File: src/hdl/lcd_instruction_decoder_pkg.sv
// Package of constants and types for the display instruction decoder
package lcd_instruction_decoder_pkg;

  localparam int unsigned CLK_HZ          = 125_000_000;
  localparam int unsigned OSC_HZ          = 270_000;
  localparam int unsigned EXEC_US         = 39;
  localparam int unsigned BLINK_MS        = 370;
  // Base execution time in core cycles, rounded down
  localparam int unsigned EXEC_CYCLES     = (EXEC_US * (CLK_HZ / 1_000_000));
  // Half period of the inversion blink, rounded down
  localparam int unsigned BLINK_HALF_CYC  = (BLINK_MS * (CLK_HZ / 1_000)) / 2;
  localparam logic [5:0]  SQ_MAX          = 6'h30;
  localparam logic [6:0]  ONE_LINE_LAST   = 7'h4f;
  localparam logic [6:0]  TWO_LINE_LAST   = 7'h27;
  localparam logic [6:0]  TWO_LINE_SECOND = 7'h40;
  localparam logic [6:0]  FOUR_LINE_LAST  = 7'h13;
  localparam logic [1:0]  ONE_LINE_DIV    = 2'h3;
  localparam logic [1:0]  OTHER_DIV       = 2'h1;

  typedef enum logic [1:0] {
    RAM_DISPLAY = 2'h0,
    RAM_GLYPH   = 2'h1,
    RAM_ICON    = 2'h2
  } ram_sel_t;

  typedef enum logic [1:0] {
    ST_IDLE = 2'b00,
    ST_EXEC = 2'b01,
    ST_DONE = 2'b11
  } exec_state_t;

  typedef struct packed {
    logic font_width_sel;
    logic cursor_invert_en;
    logic four_line_en;
    logic two_line_sel;
    logic bus_width_sel;
    logic extension_gate;
    logic glyph_blink_en;
    logic low_power_en;
  } mode_t;

  typedef struct packed {
    logic [3:0] line_scroll_en;
    logic [5:0] scroll_quantity;
    logic [5:0] scroll_dots;
  } scroll_t;

  localparam mode_t MODE_RESET = '{bus_width_sel: 1'b1, two_line_sel: 1'b1, default: 1'b0};

endpackage

File: src/hdl/lcd_instruction_decoder.sv
// Instruction decoder for extended and address-setting display commands
// Summary of operation
// - Font width flag selects six-dot glyphs and stretches execution by six fifths.
// - Six-dot mode shows glyph RAM rows using bits five down to zero.
// - Inversion flag toggles cursor character every 185 ms, overriding cursor controls.
// - Four-line flag selects four lines and ignores the line-count bit.
// - Shift: 00 cursor left dec, 01 cursor right inc, 10/11 display shift.
// - Two-line mode: cursor wraps to second line after 40th position.
// - Four-line mode: cursor moves to next line after each 20th position.
// - Display shift applies to all lines and keeps address counter.
// - Scroll enable carries four per-line bits; host pairs them per line.
// - Bus-width bit picks 8-bit when high, 4-bit nibble pairs when low.
// - Line-count bit applies only without four-line flag: low one, high two.
// - Extension gate enables extended set, icon address, scroll enables and blink.
// - Blink enable blinks glyph and icon entries per their top two bits.
// - Low power without expander divides clock by four one-line, two otherwise.
// - Low power without expander lowers frame frequency to five sixths of normal.
// - Glyph address instruction loads six bits and selects glyph RAM.
// - Icon address instruction loads four bits and selects icon RAM.
// - Display address loads seven bits; one-line range 00h to 4fh.
// - Two-line mode lines span 00h-27h and 40h-67h.
// - Four-line mode lines span 00h-13h, 20h-33h, 40h-53h, 60h-73h.
// - Scroll quantity zero none, up to 47 dots, top bits set 48.
// - Busy flag reports execution; host waits for it before next instruction.
// - Address-setting instructions complete in 39 us at nominal oscillator.
`timescale 1ns/1ps
module lcd_instruction_decoder (
  input  wire logic                                  core_clk_i,
  input  wire logic                                  reset_i,
  input  wire logic                                  instr_valid_i,
  input  wire logic [7:0]                            instr_i,
  input  wire logic                                  expander_present_i,
  input  wire logic                                  cursor_inc_i,
  output logic                                       busy_flag_o,
  output logic [6:0]                                 address_counter_o,
  output lcd_instruction_decoder_pkg::ram_sel_t      ram_sel_o,
  output lcd_instruction_decoder_pkg::mode_t         mode_o,
  output lcd_instruction_decoder_pkg::scroll_t       scroll_o,
  output logic                                       glyph_six_dot_o,
  output logic                                       invert_phase_o,
  output logic [1:0]                                 clock_div_o,
  output logic                                       frame_five_sixths_o,
  output logic                                       display_shift_o,
  output logic                                       display_shift_right_o,
  output logic                                       address_error_o
);

  lcd_instruction_decoder_pkg::exec_state_t state;
  lcd_instruction_decoder_pkg::mode_t       mode;
  lcd_instruction_decoder_pkg::scroll_t     scroll;
  logic [31:0]                              exec_count;
  logic [31:0]                              exec_target;
  logic [31:0]                              blink_count;
  logic                                     take;
  logic                                     is_func;
  logic                                     is_shift;
  logic                                     is_aux;
  logic                                     is_glyph;
  logic                                     is_display;
  logic                                     dd_ok;
  logic [6:0]                               next_shift_addr;
  logic [1:0]                               div_factor;
  logic                                     expander_meta;
  logic                                     expander_mid;
  logic                                     expander_last;
  logic                                     expander_seen;

  // Only accepted while idle
  assign take       = instr_valid_i && (state == lcd_instruction_decoder_pkg::ST_IDLE);
  assign is_func    = (instr_i[7:5] == 3'b001);
  assign is_shift   = (instr_i[7:4] == 4'b0001);
  assign is_aux     = (instr_i[7:3] == 5'b00001);
  assign is_glyph   = (instr_i[7:6] == 2'b01);
  assign is_display = instr_i[7];

  // Expander pin synchroniser and agreement filter
  always_ff @(posedge core_clk_i or posedge reset_i) begin
    if (reset_i) begin
      expander_meta <= 1'b0;
      expander_mid  <= 1'b0;
      expander_last <= 1'b0;
      expander_seen <= 1'b0;
    end else begin
      expander_meta <= expander_present_i;
      expander_mid  <= expander_meta;
      expander_last <= expander_mid;
      if (expander_mid == expander_last) begin
        expander_seen <= expander_last;
      end
    end
  end

  always_comb begin
    if (mode.low_power_en && !expander_seen) begin
      div_factor = (!mode.four_line_en && !mode.two_line_sel) ? lcd_instruction_decoder_pkg::ONE_LINE_DIV
                                                             : lcd_instruction_decoder_pkg::OTHER_DIV;
    end else begin
      div_factor = 2'h0;
    end
  end

  always_comb begin
    exec_target = lcd_instruction_decoder_pkg::EXEC_CYCLES;
    if (mode.font_width_sel) begin
      exec_target = (lcd_instruction_decoder_pkg::EXEC_CYCLES * 6) / 5;
    end
    exec_target = exec_target * ({30'h0, div_factor} + 32'h1);
  end

  // display address validity per line mode
  always_comb begin
    dd_ok = 1'b0;
    if (mode.four_line_en) begin
      dd_ok = (instr_i[4:0] <= lcd_instruction_decoder_pkg::FOUR_LINE_LAST[4:0]);
    end else if (mode.two_line_sel) begin
      dd_ok = (instr_i[5:0] <= lcd_instruction_decoder_pkg::TWO_LINE_LAST[5:0]);
    end else begin
      dd_ok = (instr_i[6:0] <= lcd_instruction_decoder_pkg::ONE_LINE_LAST);
    end
  end

  // cursor wrap in two-line; four-line; step direction
  always_comb begin
    next_shift_addr = address_counter_o;
    if (instr_i[2]) begin
      if (mode.four_line_en && address_counter_o[4:0] == lcd_instruction_decoder_pkg::FOUR_LINE_LAST[4:0]) begin
        next_shift_addr = {address_counter_o[6:5] + 2'h1, 5'h00};
      end else if (!mode.four_line_en && mode.two_line_sel &&
                   address_counter_o == lcd_instruction_decoder_pkg::TWO_LINE_LAST) begin
        next_shift_addr = lcd_instruction_decoder_pkg::TWO_LINE_SECOND;
      end else begin
        next_shift_addr = address_counter_o + 7'h01;
      end
    end else begin
      next_shift_addr = address_counter_o - 7'h01;
    end
  end

  always_ff @(posedge core_clk_i or posedge reset_i) begin
    if (reset_i) begin
      state      <= lcd_instruction_decoder_pkg::ST_IDLE;
      exec_count <= 32'h0;
    end else begin
      case (state)
        lcd_instruction_decoder_pkg::ST_IDLE: begin
          exec_count <= 32'h0;
          if (take) begin
            state <= lcd_instruction_decoder_pkg::ST_EXEC;
          end
        end
        lcd_instruction_decoder_pkg::ST_EXEC: begin
          exec_count <= exec_count + 32'h1;
          if (exec_count + 32'h2 >= exec_target) begin
            state <= lcd_instruction_decoder_pkg::ST_DONE;
          end
        end
        lcd_instruction_decoder_pkg::ST_DONE: begin
          state <= lcd_instruction_decoder_pkg::ST_IDLE;
        end
        default: begin
          state <= lcd_instruction_decoder_pkg::ST_IDLE;
        end
      endcase
    end
  end

  always_ff @(posedge core_clk_i or posedge reset_i) begin
    if (reset_i) begin
      busy_flag_o <= 1'b1;
    end else begin
      busy_flag_o <= take || (state == lcd_instruction_decoder_pkg::ST_EXEC);
    end
  end

  // Mode register updates
  always_ff @(posedge core_clk_i or posedge reset_i) begin
    if (reset_i) begin
      mode <= lcd_instruction_decoder_pkg::MODE_RESET;
    end else if (take) begin
      if (is_func) begin
        mode.bus_width_sel  <= instr_i[4];
        mode.two_line_sel   <= instr_i[3];
        mode.extension_gate <= instr_i[2];
        // blink and low power only with gate set
        if (instr_i[2]) begin
          mode.glyph_blink_en <= instr_i[1];
          mode.low_power_en   <= instr_i[0];
        end
      end else if (is_aux && mode.extension_gate) begin
        mode.font_width_sel   <= instr_i[2];
        mode.cursor_invert_en <= instr_i[1];
        mode.four_line_en     <= instr_i[0];
      end
    end
  end

  // Scroll registers
  always_ff @(posedge core_clk_i or posedge reset_i) begin
    if (reset_i) begin
      scroll <= '0;
    end else if (take && mode.extension_gate) begin
      if (is_shift) begin
        scroll.line_scroll_en <= instr_i[3:0];
      end
      if (is_display) begin
        scroll.scroll_quantity <= instr_i[5:0];
        scroll.scroll_dots     <= (instr_i[5:4] == 2'b11) ? lcd_instruction_decoder_pkg::SQ_MAX : instr_i[5:0];
      end
    end
  end

  // Address counter and RAM target
  always_ff @(posedge core_clk_i or posedge reset_i) begin
    if (reset_i) begin
      address_counter_o     <= 7'h00;
      ram_sel_o             <= lcd_instruction_decoder_pkg::RAM_DISPLAY;
      display_shift_o       <= 1'b0;
      display_shift_right_o <= 1'b0;
      address_error_o       <= 1'b0;
    end else begin
      display_shift_o <= 1'b0;
      if (take) begin
        if (is_shift && !mode.extension_gate) begin
          if (instr_i[3]) begin
            display_shift_o       <= 1'b1;
            display_shift_right_o <= instr_i[2];
          end else begin
            address_counter_o <= next_shift_addr;
          end
        end else if (is_glyph) begin
          if (mode.extension_gate) begin
            address_counter_o <= {3'h0, instr_i[3:0]};
            ram_sel_o         <= lcd_instruction_decoder_pkg::RAM_ICON;
          end else begin
            address_counter_o <= {1'b0, instr_i[5:0]};
            ram_sel_o         <= lcd_instruction_decoder_pkg::RAM_GLYPH;
          end
        end else if (is_display && !mode.extension_gate) begin
          address_counter_o <= instr_i[6:0];
          ram_sel_o         <= lcd_instruction_decoder_pkg::RAM_DISPLAY;
          address_error_o   <= !dd_ok;
        end
      end
    end
  end

  always_ff @(posedge core_clk_i or posedge reset_i) begin
    if (reset_i) begin
      blink_count    <= 32'h0;
      invert_phase_o <= 1'b0;
    end else if (!mode.cursor_invert_en) begin
      blink_count    <= 32'h0;
      invert_phase_o <= 1'b0;
    end else if (blink_count + 32'h1 >= lcd_instruction_decoder_pkg::BLINK_HALF_CYC) begin
      blink_count    <= 32'h0;
      invert_phase_o <= !invert_phase_o;
    end else begin
      blink_count <= blink_count + 32'h1;
    end
  end

  // Registered mode outputs
  always_ff @(posedge core_clk_i or posedge reset_i) begin
    if (reset_i) begin
      mode_o              <= lcd_instruction_decoder_pkg::MODE_RESET;
      scroll_o            <= '0;
      glyph_six_dot_o     <= 1'b0;
      clock_div_o         <= 2'h0;
      frame_five_sixths_o <= 1'b0;
    end else begin
      mode_o              <= mode;
      scroll_o            <= scroll;
      glyph_six_dot_o     <= mode.font_width_sel;
      clock_div_o         <= div_factor;
      frame_five_sixths_o <= mode.low_power_en && !expander_seen;
    end
  end
endmodule

File: config.mk
export PLATFORM = sky130hd
export DESIGN_NAME = lcd_instruction_decoder
export DESIGN_NICKNAME = d
export VERILOG_FILES = /design/src/hdl/lcd_instruction_decoder_pkg.sv /design/src/hdl/lcd_instruction_decoder.sv
export SDC_FILE = /design/constraint.sdc
export NUM_CORES = 1
export LEC_CHECK = 0
export BUFFER_PORTS_ARGS = -buffer_cell sky130_fd_sc_hd__buf_2
export CORE_AREA = 5 5 105 205
export CTS_CLUSTER_DIAMETER = 50
export CTS_CLUSTER_SIZE = 28
export DETAILED_ROUTE_END_ITERATION = 6
export DIE_AREA = 0 0 110 210
export SETUP_SLACK_MARGIN = 0.5
export SLEW_MARGIN = 20
export SYNTH_ARGS = -nofsm -noshare
export SYNTH_HDL_FRONTEND = slang
export SYNTH_SLANG_ARGS = --single-unit
File: constraint.sdc
create_clock -name core_clk_i -period 6.9 [get_ports core_clk_i]
set_input_delay 0.345 -clock core_clk_i [delete_from_list [all_inputs] [get_ports core_clk_i]]
set_output_delay 0.345 -clock core_clk_i [all_outputs]
set_load 0.01 [all_outputs]
==> impl_metrics.py, run 1 <==
metrics = {
    "route": {
        "drc": 0,
        "viasPerCell": 5.480,
        "num_vias": 6275,
        "firstDrtPassIters": 5,
        "drt-initial-drc-count": 338,
        "finalWirelength_um": 19050,
        "drtAntennaViolNets": 0,
        "wl_per_cell_um": 16.63,
    },
    "worst_setup_path": {
        "cp-startpoint": "mode[5]",
        "crit_chain": "nor2_1 -> nor2_1 -> inv_1 -> nor2_1 -> ha_1 -> ha_1 -> a21boi_0 -> o21ai_0 -> a21boi_0 -> o311ai_0 -> a21oi_1 -> xnor2_1 -> ha_1 -> a21oi_1 -> nor2b_1 -> o21ai_0 -> nand4_1 -> nor4_1 -> a31oi_1",
        "rr_startpoint": "mode[5]",
        "end_kind": "flop",
        "critPathKind": "flop to flop",
        "crit_path_start_kind": "flop",
        "cp.required_ns": 7.19,
        "slowest_delay_ns": 0.57,
        "critPathTopFamily": "compound AO/OA/AOI/OAI gates",
        "crit_arrival_ns": 4.91,
        "slowest_stage": "dfrtp_1",
        "path_max_fanout": 10,
        "crit_buf_inv": 1,
    },
    "timing": {
        "setup_viol": 0,
        "drv_slew": 0,
        "hold_viol_final": 0,
        "finalSetupTns_ns": 0,
        "fin_skew_ns": 0.01009,
        "finalCritPeriodShare_pct": 66.90,
        "tightest_slew_ns": 1.035,
        "max_freq_mhz": 216.6,
        "relSlewSlack_pct": 30.49,
        "rsz0062_at_grt": "false",
        "min_period_ns": 4.616,
        "layout_setup_ws_ns": 2.284,
    },
    "floorplan": {
        "die_area_sq_um": 23100,
        "coreArea_sq_um": 19820,
        "die_y_um": 210,
        "initial_core_util_pct": 38.85,
        "die_w_um": 110,
        "io_pins": 55,
        "rows": 73,
    },
    "synth": {
        "synth-async-reset-ratio_pct": 100.0,
        "synth_top_area_share_pct": 41.92,
        "netlist_top_cells_area": "dfrtp_1 42%, ha_1 6.3%, nor2_1 4.4%",
        "synthCells": 840,
        "synth_top_area_cell": "dfrtp_1",
        "yosysMostFrequentCell": "dfrtp_1",
        "synth-edff-count": 0,
        "ys_ff_latch": 134,
        "synth_flop_cell": "dfrtp_1",
        "synthDistinctLibCells": 69,
        "synth_area_sq_um": 7701,
        "syn_avg_cell_area_sq_um": 9.168,
        "ys_seq_area_share_pct": 43.62,
        "ys.warnings.count": 0,
        "synth_commonest_cells": "129 x dfrtp_1, 91 x nor2_1, 83 x nand2_1, 54 x o21ai_0, 40 x clkbuf_1",
    },
    "pwr": {
        "ir_worst_vdd_mv": 0.2094,
        "power_mw": 2.505,
        "power_leakage_nw": 3.863,
        "powerDensity_nw_per_um2": 288.2,
    },
    "cells_and_area": {
        "drive_above_1_share_pct": 13.48,
        "synthToLayoutAreaGrowth_pct": 12.88,
        "layout.cells.non_filler": 1145,
        "num-nets-final": 925,
        "fin_area_sq_um": 8693,
        "n_antenna_cell": 0,
    },
    "clock_tree": {
        "cts_buffer_depth": 2,
        "clockRootBuffer": "clkbuf_16",
        "path_clk_slew_ns": 0.06,
        "numClockSinks": 134,
        "h-tree-depth": 4,
        "clk-insertion-delay-late_ns": 0.42,
        "cts_hold_buf": 0,
        "post_cts_buffers": 0,
        "ctsResizeCount": 0,
        "cts_tree": "built",
        "cts_made_buffers": 17,
    },
    "placed_design": {
        "place.gp.congestion": 0.8658,
        "dp_hpwl_um": 14120,
        "dp.cells": 1114,
        "placed_area_sq_um": 8119,
        "dp_worst_setup_slack_ns": 2.279,
        "io_buffer_count": 53,
    },
    "global_route": {
        "grt_start_max_net_pins": 72,
        "antenna_found_initial": 0,
        "grt_usage_pct": 17.28,
        "grtUsageMet3_pct": 2.452,
        "use_met2_pct": 32.89,
        "grt-busiest-layer": "met2",
        "grt_pass1_vias": 6451,
        "grt-ovfl-total": 0,
        "grtUsageMet1_pct": 16.90,
        "grt_pass1_wl_um": 31460,
    },
    "run": {
        "max_cap_violations": 0,
    },
    "worst_hold_path": {
        "hold_start": "expander_present_i",
        "hp-class": "input pin to flop",
    },
    "outcome": {
        "status": "finished, final reports clean",
    },
}
==> metal layers <==
layer / routed length (um) / share of wire (%)
met3: 576 / 3.0
met2: 10960 / 58
met5: 0 / 0
met4: 874 / 4.6
met1: 6633 / 35
==> power by group <==
group          switching, mW  internal (mW)  total (mW)
registers              0.138          0.943        1.08
logic                  0.321          0.217       0.537
clock network          0.372          0.515       0.887
total                  0.831           1.67        2.51
==> layout by cell type, fill, tap and decap left out, drive strengths merged, types with 5 or more instances in the layout <==
| cell | Yosys | layout |
|---|---|---|
| and3 | 8 | 8 |
| nand2b | 10 | 10 |
| nor2 | 91 | 91 |
| buf | 10 | 55 |
| nor3 | 21 | 21 |
| nor2b | 6 | 6 |
| o31ai | 8 | 8 |
| xnor2 | 39 | 39 |
| a21o | 12 | 12 |
| ha | 39 | 39 |
| inv | 27 | 35 |
| clkbuf | 40 | 18 |
| a21oi | 36 | 36 |
| conb | 2 | 9 |
| xor2 | 25 | 25 |
| mux2 | 17 | 17 |
| dfrtp | 129 | 129 |
| nor4 | 14 | 14 |
| nand4 | 30 | 30 |
| o21ai | 55 | 55 |
| dfstp | 5 | 5 |
| nand3 | 34 | 34 |
| nand2 | 83 | 83 |
| and2 | 7 | 7 |
| a31oi | 5 | 5 |
| or3 | 20 | 20 |
| and4 | 8 | 8 |
==> metrics by stage <==
stage	hold WS, ns	utilization (%)
floorplan	0.3312	-
global placement	0.3535	40.96
finish	0.03452	43.86
global route	0.03040	43.86
detailed placement	0.3504	40.96
CTS	0.02294	43.86
==> final timing paths <==
kind	end	slack [ns]	cells past startpoint
hold / removal	expander_meta	0.03	1
setup / recovery	state[1]	2.28	19
hold reg to reg	mode_o[3]	0.36	0
min in group asynchronous	exec_count[23]	0.05	2
setup reg to reg	state[1]	2.28	19
max in group asynchronous	exec_count[10]	5.60	3
==> sequential cells by signal, summed over array words and instances, names as in the netlist <==
| signal | flops |
|---|---|
| blink_count | 32 |
| exec_count | 32 |
| scroll | 16 |
| scroll_o | 16 |
| mode | 8 |
| address_counter_o | 7 |
| mode_o | 7 |
| clock_div_o | 2 |
| ram_sel_o | 2 |
| state | 2 |
| address_error_o | 1 |
| busy_flag_o | 1 |
| display_shift_o | 1 |
| display_shift_right_o | 1 |
| expander_last | 1 |
| expander_meta | 1 |
| expander_mid | 1 |
| expander_seen | 1 |
| glyph_six_dot_o | 1 |
| invert_phase_o | 1 |
==> cell type report <==
class	count	area, sq um
fill	1979	11130
multi-input combinational	636	4045
sequential	134	3359
clock buffer	18	439.2
tap	262	327.8
timing repair buffer	55	280.3
clock inverter	13	135.1
inverter	27	106.4
==> cell families after synthesis <==
| kind of cell | after synthesis | share of synthesized area, % |
|---|---|---|
| buffers and inverters | 77 | 4.192 |
| other | 2 | 0.09752 |
| AOI/OAI and AO/OA | 155 | 12.61 |
| muxes | 21 | 3.054 |
| adders and majority gates | 42 | 6.986 |
| xor gates and xnor gates | 64 | 7.279 |
| and+or+nand+nor | 345 | 22.16 |
| DFF | 134 | 43.62 |
(Power assumes the default switching activity.)
==> inputs of run 2 (changes only) <==
- clock period: 6.9 -> 4.2 ns (I/O delays scaled with it)
==> impl_metrics.py, run 2 (synthesis results as in run 1) <==
metrics = {
    "outcome": {
        "status": "finished with violations",
        "violations": "negative hold slack",
    },
    "timing": {
        "setup_viol": 0,
        "max_freq_mhz": 276.1,
        "finalCritPeriodShare_pct": 86.23,
        "finalSetupTns_ns": 0,
        "layout_setup_ws_ns": 0.5783,
        "tightest_slew_ns": 0.7435,
        "hold_viol_final": 43,
        "fin_skew_ns": 0.01170,
        "rsz0062_at_grt": "true",
        "relSlewSlack_pct": 50.43,
        "hold_ws_ns": -0.02061,
        "drv_slew": 0,
        "min_period_ns": 3.622,
    },
    "placed_design": {
        "placed_area_sq_um": 8153,
        "dp.cells": 1117,
        "dp_worst_setup_slack_ns": 0.1127,
        "io_buffer_count": 53,
        "place.gp.congestion": 0.8416,
        "dp_hpwl_um": 13610,
    },
    "global_route": {
        "grt_pass1_wl_um": 32150,
        "grt-ovfl-total": 0,
        "grt_start_max_net_pins": 135,
        "grt_pass1_vias": 6486,
        "grt_usage_pct": 17.63,
        "antenna_found_initial": 0,
    },
    "clock_tree": {
        "h-tree-depth": 4,
        "clk-insertion-delay-late_ns": 0.44,
        "cts_buffer_depth": 2,
        "path_clk_slew_ns": 0.06,
        "numClockSinks": 134,
        "cts_tree": "built",
        "cts_made_buffers": 17,
        "clockRootBuffer": "clkbuf_16",
    },
    "route": {
        "drtAntennaViolNets": 0,
        "finalWirelength_um": 19300,
        "drc": 0,
        "firstDrtPassIters": 5,
        "viasPerCell": 5.422,
        "num_vias": 6311,
        "wl_per_cell_um": 16.58,
        "drt-initial-drc-count": 263,
    },
    "worst_setup_path": {
        "r2r-end": "state[1]",
        "rr_worst_depth": 19,
        "cp.required_ns": 4.51,
        "critPathKind": "flop to flop",
        "crit_arrival_ns": 3.93,
        "path_max_fanout": 3,
        "crit_path_end": "state[1]",
        "end_kind": "flop",
        "r2r_setup_slack_ns": 0.58,
        "cp-startpoint": "expander_seen",
        "crit_path_start_kind": "flop",
        "rr_startpoint": "expander_seen",
    },
    "pwr": {
        "powerDensity_nw_per_um2": 463.3,
        "power_mw": 4.187,
        "clock_power_share_pct": 34.3,
        "seqPwrFrac_pct": 42.5,
        "internal_power_mw": 2.746,
        "combPwrFrac_pct": 23.2,
        "power_leakage_nw": 3.963,
        "ir_worst_vdd_mv": 0.4594,
        "power_switching_mw": 1.441,
        "p_sw_share_pct": 34.42,
    },
    "cells_and_area": {
        "final_cell_mix": "128 x dfrtp_1, 87 x nor2_1, 82 x nand2_1, 53 x buf_2, 51 x o21ai_0",
        "largest_registers": "blink_count x32, exec_count x32",
        "seqCellArea_sq_um": 3361,
        "final_common_cell": "dfrtp_1",
        "num-nets-final": 943,
        "drive_above_1_share_pct": 18.29,
        "fillers": 1930,
        "final_core_util_pct": 45.60,
        "synthToLayoutAreaGrowth_pct": 17.35,
        "n_antenna_cell": 0,
        "fin_area_sq_um": 9037,
        "multi_input_comb_area_sq_um": 4239,
        "layout.cells.non_filler": 1164,
    },
    "floorplan": {
        "die_area_sq_um": 23100,
        "initial_core_util_pct": 38.85,
        "die_w_um": 110,
        "die_y_um": 210,
        "coreArea_sq_um": 19820,
        "rows": 73,
        "io_pins": 55,
    },
    "run": {
        "max_cap_violations": 0,
    },
    "worst_hold_path": {
        "hp-class": "input pin to async pin",
    },
}
run 2: changes by cell type in the layout (fill, tap and decap cells not counted), moves of 3 or more:
cell,before,now
buf_4,2,17
clkinv_4,4,1
inv_8,0,4
nor2_1,91,87
ha_4,0,6
a21oi_1,36,33
ha_1,39,33
o21ai_0,54,51
a21oi_2,0,3
nor2_4,0,3
clkinvlp_4,0,4
inv_6,9,6
run 2: per-layer routing:
metal / global-route usage [%] / wire, um / up-vias
met2: 33.12 / 10980 / 113
li1: - / - / 3055
met3: 3.524 / 575 / 46
met1: 17.90 / 7040 / 3097
met4: 8.480 / 698 / 0
met5: 0 / 0 / -
run 2: worst max-delay path, cell delays in order, from the launching register on:
cell and delay [ns]:
dfrtp_1 0.40, or4b_4 0.60, inv_4 0.10, ha_4 0.21, ha_4 0.26, a21boi_1 0.20
o21ai_2 0.10, buf_4 0.14, buf_4 0.12, buf_4 0.12, buf_4 0.12, buf_4 0.12
buf_4 0.12, buf_4 0.12, nand2_1 0.07, xnor2_1 0.08, ha_1 0.20, a221oi_2 0.22
a21o_1 0.14, a31oi_1 0.06
run 2: final cells by class:
type                            instances  share of cell area, %
Clock inverter                         14                  1.426
Timing Repair Buffer                   73                  4.804
Inverter                               27                  1.191
Tap cell                              262                  3.627
Multi-Input combinational cell        636                  46.91
Sequential cell                       134                  37.19
Clock buffer                           18                  4.859
run 2: worst min path at each step:
| stage | start | to | slack (ns) |
|---|---|---|---|
| after floorplan | expander_present_i | expander_meta | 0.24 |
| after global placement | expander_present_i | expander_meta | 0.33 |
| after detailed placement | expander_present_i | expander_meta | 0.32 |
| after CTS | reset_i | blink_count[9] | 0.04 |
| after global routing | reset_i | exec_count[20] | 0.07 |
| final | reset_i | exec_count[20] | -0.02 |
run 2: repair_timing:
| item | in CTS | in global routing |
|---|---|---|
| gates resized for setup | 28 | 15 |
| hold buffers | 1 | 0 |
| hold endpoints to repair | 1 | 0 |
| buffers inserted | 14 | 0 |
| setup endpoints to repair | 1 | 1 |
| pin swaps | 18 | 17 |
run 2: power groups by stage:
| stage | logic (mW) | clock network, mW | registers, mW |
|---|---|---|---|
| 6_report | 0.972 | 1.44 | 1.78 |
| 4_1_cts | 0.952 | 1.47 | 1.78 |
| 3_5_place_dp | 0.899 | 0 | 1.80 |
| 2_1_floorplan | 0.565 | 0 | 1.77 |
| 5_1_grt | 1.09 | 1.53 | 1.82 |
| 3_3_place_gp | 0.885 | 0 | 1.80 |
